===== src/modevt_pkg.sv =====
// constants, register map and state encoding of the periodic event generator
package modevt_pkg;
	localparam int CLK_PERIOD_NS = 8;
	localparam int INT_TICK_NS = 1000;
	localparam int NET_TICK_NS = 8;
	localparam int INT_DIV = (INT_TICK_NS + CLK_PERIOD_NS - 1) / CLK_PERIOD_NS;
	localparam int NET_DIV = (NET_TICK_NS + CLK_PERIOD_NS - 1) / CLK_PERIOD_NS;
	localparam int TS_W = 64;
	localparam int ADR_W = 8;
	localparam int IRQ_N = 2;
	localparam logic [ADR_W-1:0] A_CTRL = 8'h00;
	localparam logic [ADR_W-1:0] A_CMD = 8'h04;
	localparam logic [ADR_W-1:0] A_START_LO = 8'h08;
	localparam logic [ADR_W-1:0] A_START_HI = 8'h0c;
	localparam logic [ADR_W-1:0] A_IVAL_LO = 8'h10;
	localparam logic [ADR_W-1:0] A_IVAL_HI = 8'h14;
	localparam logic [ADR_W-1:0] A_FIRST_LO = 8'h18;
	localparam logic [ADR_W-1:0] A_FIRST_HI = 8'h1c;
	localparam logic [ADR_W-1:0] A_SNAP_LO = 8'h20;
	localparam logic [ADR_W-1:0] A_SNAP_HI = 8'h24;
	localparam logic [ADR_W-1:0] A_STATUS = 8'h28;
	localparam logic [ADR_W-1:0] A_IRQ_STAT = 8'h2c;
	localparam logic [ADR_W-1:0] A_IRQ_MASK = 8'h30;
	localparam int B_ENABLE = 0;
	localparam int B_NET_SEL = 1;
	localparam int B_ZERO = 0;
	localparam int B_SNAP = 1;
	localparam int B_ST_ARMED = 0;
	localparam int B_ST_RUN = 1;
	localparam int B_ST_FIRST = 2;
	localparam int B_IRQ_EVENT = 0;
	localparam int B_IRQ_FIRST = 1;
	localparam logic [TS_W-1:0] TS_ZERO = 64'h0;
	typedef enum logic [2:0] {
		ST_IDLE = 3'b001,
		ST_ARMED = 3'b010,
		ST_RUN = 3'b100
	} state_t;
endpackage


===== src/irq_regs.sv =====
// sticky write-one-to-clear status bits with mask and level interrupt
`timescale 1ns/100ps
module irq_regs (
	input wire logic clk,
	input wire logic rstn,
	input wire logic [modevt_pkg::IRQ_N-1:0] set,
	input wire logic [modevt_pkg::IRQ_N-1:0] clr,
	input wire logic mask_we,
	input wire logic [modevt_pkg::IRQ_N-1:0] mask_d,
	output logic [modevt_pkg::IRQ_N-1:0] stat_q,
	output logic [modevt_pkg::IRQ_N-1:0] mask_q,
	output logic irq
);
	genvar i;
	generate
		for (i = 0; i < modevt_pkg::IRQ_N; i++)
		begin : g_bit
			// set wins over a clear in the same cycle
			always_ff @(posedge clk or negedge rstn)
			begin
				if (!rstn)
					stat_q[i] <= 1'b0;
				else if (set[i])
					stat_q[i] <= 1'b1;
				else if (clr[i])
					stat_q[i] <= 1'b0;
			end
		end
	endgenerate

	always_ff @(posedge clk or negedge rstn)
	begin
		if (!rstn)
			mask_q <= '0;
		else if (mask_we)
			mask_q <= mask_d;
	end

	assign irq = |(stat_q & mask_q);
endmodule


===== src/modevt_top.sv =====
// periodic event generator on a selectable timestamp base, wishbone slave
`timescale 1ns/100ps
module modevt_top (
	input wire logic clk,
	input wire logic rstn,
	input wire logic wb_cyc_i,
	input wire logic wb_stb_i,
	input wire logic wb_we_i,
	input wire logic [modevt_pkg::ADR_W-1:0] wb_adr_i,
	input wire logic [3:0] wb_sel_i,
	input wire logic [31:0] wb_dat_i,
	output logic [31:0] wb_dat_o,
	output logic wb_ack_o,
	output logic periodic_event,
	output logic irq
);
	localparam int W = modevt_pkg::TS_W;
	localparam logic [W-1:0] TS_ZERO_C = modevt_pkg::TS_ZERO;

	// ------------------------------------------------------------
	// bus decode
	// ------------------------------------------------------------
	logic ack_q;
	logic [31:0] dat_q;
	logic req;
	logic wr;
	logic [31:0] bmask;
	logic [modevt_pkg::ADR_W-1:0] adr;

	assign req = wb_cyc_i && wb_stb_i && !ack_q;
	assign wr = req && wb_we_i;
	assign adr = {wb_adr_i[modevt_pkg::ADR_W-1:2], 2'b00};
	assign bmask = {{8{wb_sel_i[3]}}, {8{wb_sel_i[2]}}, {8{wb_sel_i[1]}}, {8{wb_sel_i[0]}}};
	assign wb_ack_o = ack_q;
	assign wb_dat_o = dat_q;

	function automatic logic [31:0] merge(input logic [31:0] old, input logic [31:0] m,
		input logic [31:0] d);
		merge = (old & ~m) | (d & m);
	endfunction

	// ------------------------------------------------------------
	// software registers
	// ------------------------------------------------------------
	logic enable_q;
	logic network_sync_select;
	logic [W-1:0] periodic_start_time;
	logic [W-1:0] periodic_interval;
	logic [W-1:0] first_event_time;
	logic [W-1:0] counter_snapshot_value;
	logic counter_zero_cmd;
	logic counter_snapshot_cmd;
	logic cmd_hit;

	assign cmd_hit = wr && (adr == modevt_pkg::A_CMD) && wb_sel_i[0];
	assign counter_zero_cmd = cmd_hit && wb_dat_i[modevt_pkg::B_ZERO];
	assign counter_snapshot_cmd = cmd_hit && wb_dat_i[modevt_pkg::B_SNAP];

	always_ff @(posedge clk or negedge rstn)
	begin
		if (!rstn)
		begin
			enable_q <= 1'b0;
			network_sync_select <= 1'b0;
		end
		else if (wr && adr == modevt_pkg::A_CTRL && wb_sel_i[0])
		begin
			enable_q <= wb_dat_i[modevt_pkg::B_ENABLE];
			network_sync_select <= wb_dat_i[modevt_pkg::B_NET_SEL];
		end
	end

	// interval writes act at once on the running comparison
	always_ff @(posedge clk or negedge rstn)
	begin
		if (!rstn)
		begin
			periodic_start_time <= '0;
			periodic_interval <= '0;
		end
		else if (wr)
		begin
			case (adr)
				modevt_pkg::A_START_LO:
					periodic_start_time[31:0] <= merge(periodic_start_time[31:0], bmask, wb_dat_i);
				modevt_pkg::A_START_HI:
					periodic_start_time[63:32] <= merge(periodic_start_time[63:32], bmask, wb_dat_i);
				modevt_pkg::A_IVAL_LO:
					periodic_interval[31:0] <= merge(periodic_interval[31:0], bmask, wb_dat_i);
				modevt_pkg::A_IVAL_HI:
					periodic_interval[63:32] <= merge(periodic_interval[63:32], bmask, wb_dat_i);
				default:
					periodic_start_time <= periodic_start_time;
			endcase
		end
	end

	// ------------------------------------------------------------
	// time bases
	// ------------------------------------------------------------
	logic [W-1:0] int_time;
	logic [W-1:0] net_time;
	logic [W-1:0] time_sel;
	logic sel_cleared;

	tick_counter #(.DIV(modevt_pkg::INT_DIV)) u_int_cnt (
		.clk(clk),
		.rstn(rstn),
		.clear(counter_zero_cmd),
		.value_q(int_time)
	);

	tick_counter #(.DIV(modevt_pkg::NET_DIV)) u_net_cnt (
		.clk(clk),
		.rstn(rstn),
		.clear(counter_zero_cmd && !network_sync_select),
		.value_q(net_time)
	);

	// one comparator path for both bases, only the source differs
	assign time_sel = network_sync_select ? net_time : int_time;
	assign sel_cleared = counter_zero_cmd && !network_sync_select;

	always_ff @(posedge clk or negedge rstn)
	begin
		if (!rstn)
			counter_snapshot_value <= '0;
		else if (counter_snapshot_cmd)
			counter_snapshot_value <= time_sel;
	end

	// ------------------------------------------------------------
	// event sequencer
	// ------------------------------------------------------------
	modevt_pkg::state_t state_q;
	logic [W-1:0] target_q;
	logic calc_done_q;
	logic [W-1:0] last_q;
	logic first_valid_q;
	logic event_q;
	logic fire_first;
	logic fire_run;
	logic [W-1:0] next_due;

	// the target is found by repeated addition from zero, one add per clock;
	// a start time exactly on a multiple therefore lands one interval later
	assign next_due = last_q + periodic_interval;
	assign fire_first = (state_q == modevt_pkg::ST_ARMED) && calc_done_q && !event_q
		&& (time_sel >= target_q);
	assign fire_run = (state_q == modevt_pkg::ST_RUN) && !event_q && !sel_cleared
		&& (time_sel >= next_due);

	always_ff @(posedge clk or negedge rstn)
	begin
		if (!rstn)
			state_q <= modevt_pkg::ST_IDLE;
		else if (!enable_q)
			state_q <= modevt_pkg::ST_IDLE;
		else
		begin
			case (state_q)
				modevt_pkg::ST_IDLE:
					if (periodic_interval != modevt_pkg::TS_ZERO)
						state_q <= modevt_pkg::ST_ARMED;
				modevt_pkg::ST_ARMED:
					if (fire_first)
						state_q <= modevt_pkg::ST_RUN;
				modevt_pkg::ST_RUN:
					state_q <= modevt_pkg::ST_RUN;
				default:
					state_q <= modevt_pkg::ST_IDLE;
			endcase
		end
	end

	// target survives a counter reset once computed
	always_ff @(posedge clk or negedge rstn)
	begin
		if (!rstn)
		begin
			target_q <= '0;
			calc_done_q <= 1'b0;
		end
		else if (state_q != modevt_pkg::ST_ARMED)
		begin
			target_q <= '0;
			calc_done_q <= 1'b0;
		end
		else if (!calc_done_q)
		begin
			if (target_q > periodic_start_time)
				calc_done_q <= 1'b1;
			else
				target_q <= target_q + periodic_interval;
		end
	end

	always_ff @(posedge clk or negedge rstn)
	begin
		if (!rstn)
			last_q <= '0;
		else if (fire_first)
			last_q <= target_q;
		else if (state_q == modevt_pkg::ST_RUN && sel_cleared)
			last_q <= '0;
		else if (fire_run)
			last_q <= next_due;
	end

	always_ff @(posedge clk or negedge rstn)
	begin
		if (!rstn)
		begin
			first_event_time <= '0;
			first_valid_q <= 1'b0;
		end
		else if (fire_first)
		begin
			first_event_time <= time_sel;
			first_valid_q <= 1'b1;
		end
	end

	always_ff @(posedge clk or negedge rstn)
	begin
		if (!rstn)
			event_q <= 1'b0;
		else
			event_q <= fire_first || fire_run;
	end

	assign periodic_event = event_q;

	// ------------------------------------------------------------
	// interrupts
	// ------------------------------------------------------------
	logic [modevt_pkg::IRQ_N-1:0] irq_stat;
	logic [modevt_pkg::IRQ_N-1:0] irq_mask;
	logic [modevt_pkg::IRQ_N-1:0] irq_set;
	logic [modevt_pkg::IRQ_N-1:0] irq_clr;

	assign irq_set = {fire_first, fire_first || fire_run};
	assign irq_clr = (wr && adr == modevt_pkg::A_IRQ_STAT && wb_sel_i[0])
		? wb_dat_i[modevt_pkg::IRQ_N-1:0] : '0;

	irq_regs u_irq (
		.clk(clk),
		.rstn(rstn),
		.set(irq_set),
		.clr(irq_clr),
		.mask_we(wr && adr == modevt_pkg::A_IRQ_MASK && wb_sel_i[0]),
		.mask_d(wb_dat_i[modevt_pkg::IRQ_N-1:0]),
		.stat_q(irq_stat),
		.mask_q(irq_mask),
		.irq(irq)
	);

	// ------------------------------------------------------------
	// read path and acknowledge
	// ------------------------------------------------------------
	logic [31:0] rd;

	always_comb
	begin
		rd = 32'h0;
		case (adr)
			modevt_pkg::A_CTRL:
			begin
				rd[modevt_pkg::B_ENABLE] = enable_q;
				rd[modevt_pkg::B_NET_SEL] = network_sync_select;
			end
			modevt_pkg::A_START_LO: rd = periodic_start_time[31:0];
			modevt_pkg::A_START_HI: rd = periodic_start_time[63:32];
			modevt_pkg::A_IVAL_LO: rd = periodic_interval[31:0];
			modevt_pkg::A_IVAL_HI: rd = periodic_interval[63:32];
			modevt_pkg::A_FIRST_LO: rd = first_event_time[31:0];
			modevt_pkg::A_FIRST_HI: rd = first_event_time[63:32];
			modevt_pkg::A_SNAP_LO: rd = counter_snapshot_value[31:0];
			modevt_pkg::A_SNAP_HI: rd = counter_snapshot_value[63:32];
			modevt_pkg::A_STATUS:
			begin
				rd[modevt_pkg::B_ST_ARMED] = (state_q == modevt_pkg::ST_ARMED);
				rd[modevt_pkg::B_ST_RUN] = (state_q == modevt_pkg::ST_RUN);
				rd[modevt_pkg::B_ST_FIRST] = first_valid_q;
			end
			modevt_pkg::A_IRQ_STAT: rd[modevt_pkg::IRQ_N-1:0] = irq_stat;
			modevt_pkg::A_IRQ_MASK: rd[modevt_pkg::IRQ_N-1:0] = irq_mask;
			default: rd = 32'h0;
		endcase
	end

	// every address answers one clock after the request, unmapped reads zero
	always_ff @(posedge clk or negedge rstn)
	begin
		if (!rstn)
		begin
			ack_q <= 1'b0;
			dat_q <= '0;
		end
		else
		begin
			ack_q <= req;
			if (req && !wb_we_i)
				dat_q <= rd;
		end
	end

	// ------------------------------------------------------------
	// checks
	// ------------------------------------------------------------
	a_first_due: assert property (@(posedge clk) disable iff (!rstn)
		fire_first |-> (time_sel >= target_q) && (target_q > TS_ZERO_C))
		else $error("first event before its target");
	a_first_capture: assert property (@(posedge clk) disable iff (!rstn)
		fire_first |=> (first_event_time == $past(time_sel)) && first_valid_q)
		else $error("first event time not captured");
	a_period_step: assert property (@(posedge clk) disable iff (!rstn)
		fire_run |=> (last_q == $past(last_q) + $past(periodic_interval)))
		else $error("period did not advance by interval");
	a_pulse_single: assert property (@(posedge clk) disable iff (!rstn)
		(fire_first || fire_run) |=> periodic_event ##1 !periodic_event)
		else $error("event pulse not single cycle");
	a_target_kept: assert property (@(posedge clk) disable iff (!rstn)
		(state_q == modevt_pkg::ST_ARMED && calc_done_q && enable_q && !fire_first)
		|=> (target_q == $past(target_q)))
		else $error("first event target recomputed");
	a_run_restart: assert property (@(posedge clk) disable iff (!rstn)
		(state_q == modevt_pkg::ST_RUN && sel_cleared) |=> (last_q == TS_ZERO_C))
		else $error("running events did not restart after counter zero");
	a_net_runs: assert property (@(posedge clk) disable iff (!rstn)
		rstn && !(counter_zero_cmd && !network_sync_select)
		|=> (net_time == $past(net_time) + 64'h1))
		else $error("network base did not advance each 8 ns");
	a_int_zero: assert property (@(posedge clk) disable iff (!rstn)
		counter_zero_cmd |=> (int_time == TS_ZERO_C) [*2])
		else $error("internal base not zeroed");
	a_snapshot_copy: assert property (@(posedge clk) disable iff (!rstn)
		counter_snapshot_cmd |=> (counter_snapshot_value == $past(time_sel)))
		else $error("snapshot value mismatch");
endmodule


===== src/tick_counter.sv =====
// prescaled free-running 64-bit timestamp counter
`timescale 1ns/100ps
module tick_counter #(
	parameter int DIV = 1
) (
	input wire logic clk,
	input wire logic rstn,
	input wire logic clear,
	output logic [modevt_pkg::TS_W-1:0] value_q
);
	localparam int PW = (DIV > 1) ? $clog2(DIV) : 1;
	localparam logic [PW-1:0] LAST = PW'(DIV - 1);
	logic [PW-1:0] pre_q;
	logic tick;

	assign tick = (pre_q == LAST);

	always_ff @(posedge clk or negedge rstn)
	begin
		if (!rstn)
			pre_q <= '0;
		else if (clear || tick)
			pre_q <= '0;
		else
			pre_q <= pre_q + PW'(1);
	end

	// clear restarts the prescaler too, so the first tick is a full period late
	always_ff @(posedge clk or negedge rstn)
	begin
		if (!rstn)
			value_q <= '0;
		else if (clear)
			value_q <= '0;
		else if (tick)
			value_q <= value_q + 64'h1;
	end
endmodule

===== config.mk =====
export PLATFORM = sky130hd
export DESIGN_NAME = modevt_top
export DESIGN_NICKNAME = d
export VERILOG_FILES = /design/src/modevt_pkg.sv /design/src/irq_regs.sv /design/src/modevt_top.sv /design/src/tick_counter.sv
export SDC_FILE = /design/constraint.sdc
export NUM_CORES = 2
export LEC_CHECK = 0
export BUFFER_PORTS_ARGS = -buffer_cell sky130_fd_sc_hd__buf_2
export CAP_MARGIN = 20
export CORE_UTILIZATION = 40
export DETAILED_ROUTE_END_ITERATION = 16
export GPL_TIMING_DRIVEN = 0
export RECOVER_POWER = 50
export SLEW_MARGIN = 20
export SYNTH_ARGS = -nofsm -noshare
export SYNTH_HDL_FRONTEND = slang
export SYNTH_SLANG_ARGS = --single-unit

===== constraint.sdc =====
create_clock -name clk -period 7.7 [get_ports clk]
set_clock_uncertainty 0.1 [all_clocks]
set_input_delay 1.54 -clock clk [delete_from_list [all_inputs] [get_ports clk]]
set_output_delay 1.54 -clock clk [all_outputs]
set_load 0.03 [all_outputs]

==> results.md <==
- Area contributors post-synth: dfrtp_1 (38%), ha_1 (11%), a21oi_1 (5.1%)
- Starting density of the core: about two fifths
- Seq cells post-synth: roughly 570
- Share of the yosys chip area belonging to registers: a little under two fifths
- Slew of the pin with the lowest slew margin: around 3.3 ns
- R2r setup slk: a little under 0.2 ns
- Number of global-route vias before repair: roughly 32k
- Clock buffer depth: 3
- Synth Flop Type: dfrtp_1
- Hold_sp: first_valid_q$_DFFE_PN0P_
- Clock Pin Slew Worst Setup and Hold Paths: around 0.060 ns
- Synthesis Warnings: 0
- CTS H-tree depth: 3
- Via count: 32.6k
- Die area: roughly 0.094 sq mm
- Die H: roughly 310 um
- CP Class: reg2reg
- Largest area contributor in the netlist: dfrtp_1
- Synth top area share: roughly 38%
- Share of layout cells above drive strength 1: 9.92%
- Most common cell after layout, fill and taps aside: dfrtp_1
- Hold crit path type: reg2reg
- Worst skew pair latency: roughly 0.66 ns
- WL final: ~140000 um
- Post-synth EDFFs: 0
- Hold Path Depth: 1
- F_max: about 130 MHz
- Cts hold-fix bufs: 0
- Sw Share: 29.2%
- DR DRC count: 0
- CTS tree: done
- Cell Pwr Density: around 180 mW/mm^2
- Final ANT Viol Nets: 0
- Row count: approximately 110
- Filler cell count: about 9k
- Reg-to-reg critical path endpoint: last_q[36]$_DFFE_PN0P_
- Nets: between 4k and 5k
- # Post-CTS Setup Buffers: 0
- Drt wl/cell: between 20 and 30 um
- Arrival @ worst endpoint: ~8.0 ns
- Syn Area/Cell: a little over 9 sq um
- Max-slew violations: around 320
- Worst vdd ir: 0.000174 V
- Final setup viols: 0
- Commonest non-fill, non-tap cells in the layout: dfrtp_1 (553), nor2_1 (437), a21oi_1 (381)
- Setup TNS: 0 ns
- Clock Sinks: 565
- Hold endpoint: first_valid_q$_DFFE_PN0P_
- Final instance area: between 0.04 and 0.05 sq mm
- CP Launch Type: flop
- Clock root cell: clkbuf_16
- Sw power: 0.00218 W
- RSZ-0062 raised after global routing: no
- Max_cap viols: 4
- Pleak: around 19 nW
- Core area: between 0.09 and 0.1 sq mm
- Largest fanout on the critical path: 8
- Post-synthesis cell type count: roughly 110
- Total power draw: about 0.0075 W
- Relative slew slack: -117%
- GRT Util Overall: between 30% and 40%
- Synthesized instance count: about 4.1k
- Flop pwr share: between 40% and 50%
- Synthesized cell area: 0.0372 sq mm
- Worst EP required: between 8 and 9 ns
- Mapped Nets: roughly 4.5k
- FF/Latch Area: ~0.014 sq mm
- Hold Vio Cnt, Final: 0
- Outcome: finished, violations left
- CP endpoint kind: flop
- DP HPWL: approximately 120000 um
- Multi-input logic area: roughly 0.022 sq mm
- Failing checks: capacitance limit, slew limit
- Post-synth ARST share: 100%
- Final min period: about 7.5 ns
- First-pass GRT wire length: 210000 um
- GP Congestion: roughly 1.0
- Largest net degree at the start of global routing: around 100
- Register-to-Register Path Depth: 25
- Period utilization: between 90 and 100%
- Initial antenna violation count: 8
- Pint: between 0.005 and 0.006 W
- IO Pins: 84
- Die W: 307 um
- Area growth syn-to-layout: 12.2%
- CTS Buf Count: a little under 70
- Total iterations of the first detailed-routing run: 7
- Total grt overflow: 0
- Area post-placement: approximately 0.039 sq mm
- Clk pwr share: between 40% and 50%
- Iteration-0 DRC Markers: roughly 3.2k
- IO buf count: 81
- DR vias/cell: just under 6
- Combinational power share: 11.7%
[how the worst max path moves through the flow]
stage / to / depth (start not counted)
6_report: last_q[36]$_DFFE_PN0P_ / 25
5_1_grt: last_q[63]$_DFFE_PN0P_ / 24
4_1_cts: last_q[61]$_DFFE_PN0P_ / 26
3_5_place_dp: u_irq.stat_q[0]$_DFFE_PN0P_ / 24
3_3_place_gp: target_q[9]$_DFFE_PN0P_ / 1
2_1_floorplan: last_q[10]$_DFFE_PN0P_ / 26
[through the flow]
stage	hold WS (ns)	setup WS (ns)	utilization [%]	cells
3_3_place_gp	0.361	-7.24	42.6	5401
3_5_place_dp	0.357	-0.780	42.9	5412
5_1_grt	0.389	0.0309	45.4	5539
4_1_cts	0.371	0.0141	45.5	5537
2_1_floorplan	0.340	2.18	-	4077
6_report	0.376	0.192	45.4	5550
[power by group through the flow]
stage               Combinational (W)  Clock [W]  Sequential (W)
finish                       0.000875    0.00336         0.00325
detailed placement           0.000864          0         0.00329
CTS                          0.000872    0.00341         0.00324
global placement             0.000838          0         0.00329
floorplan                    0.000530          0         0.00323
global route                 0.000967    0.00352         0.00326
[synth_stat cells (all sizes together) (4+ instances only)]
cell type	number
nor3	39
inv	229
o221ai	4
o22a	31
nor2b	22
a221oi	15
o211ai	6
a22o	41
and3	56
o21bai	27
nor2	439
a31o	7
mux2i	108
o21a	14
a222oi	29
buf	36
nand3	104
a31oi	21
a21boi	8
and4	15
o31ai	11
nor4	32
a2111oi	6
or2	7
xor2	143
a21o	169
nand2b	24
mux2	126
a211oi	34
o21ai	233
nor3b	5
clkbuf	149
a41oi	4
nand4	97
a22oi	33
a21oi	384
xnor2	88
and2	15
nand2	301
dfrtp	564
or3	29
ha	322
[critical path: stages, from the launching register on]
cell and delay (ns):
dfrtp_1 0.76, ha_1 0.42, and3_1 0.24, nand4_1 0.08
a21oi_1 0.04, nand2b_1 0.25, a211oi_4 0.44, a31oi_4 0.19
a41o_1 0.32, a31o_4 0.28, a31oi_4 0.29, xnor2_1 0.25
ha_1 0.32, a21o_1 0.16, a21o_1 0.16, a21oi_1 0.14
o21ai_1 0.13, a2111oi_2 0.48, nor4bb_4 0.38, o21ai_1 0.32
a31o_1 0.30, a21o_1 0.18, clkbuf_1 0.31, nor2_1 0.58
a22oi_1 0.12, o21ai_1 0.11
[kinds of logic (layout without fill, tap and decap cells)]
family / Yosys count / count (layout) / synth area share, %
AOI/OAI and AO/OA: 1107 / 1107 / 19.2
xor gates and xnor gates: 231 / 231 / 5.46
adders and majority gates: 324 / 324 / 10.9
buffers and inverters: 414 / 631 / 4.26
DFF: 565 / 565 / 38.0
muxes: 234 / 234 / 6.72
other: 1 / 14 / 0.0101
and+or+nand+nor: 1201 / 1201 / 15.3
[cell type report]
cell class                 count  area share, %
multi-input combinational   3098           51.6
sequential                   565           33.9
clock buffer                  97           4.73
tap                         1243           3.73
inverter                     229           2.06
buffer                       185           1.73
timing repair buffer          92           1.24
clock inverter                28          0.891
antenna                       13         0.0780
[timing repair]
action	4_1_cts	5_1_grt
gates cloned	0	0
gates resized for setup	8	12
setup endpoints to repair	66	58
[per-layer routing]
layer / vias up / part of all wire [%] / GRT usage (%)
met4: 6 / 6.2 / 17.2
met1: 16000 / 43 / 40.7
met5: - / 0.024 / 0
met3: 303 / 7.8 / 5.68
li1: 15000 / - / -
met2: 1250 / 43 / 46.1
Power figures use the tool's default switching activity.
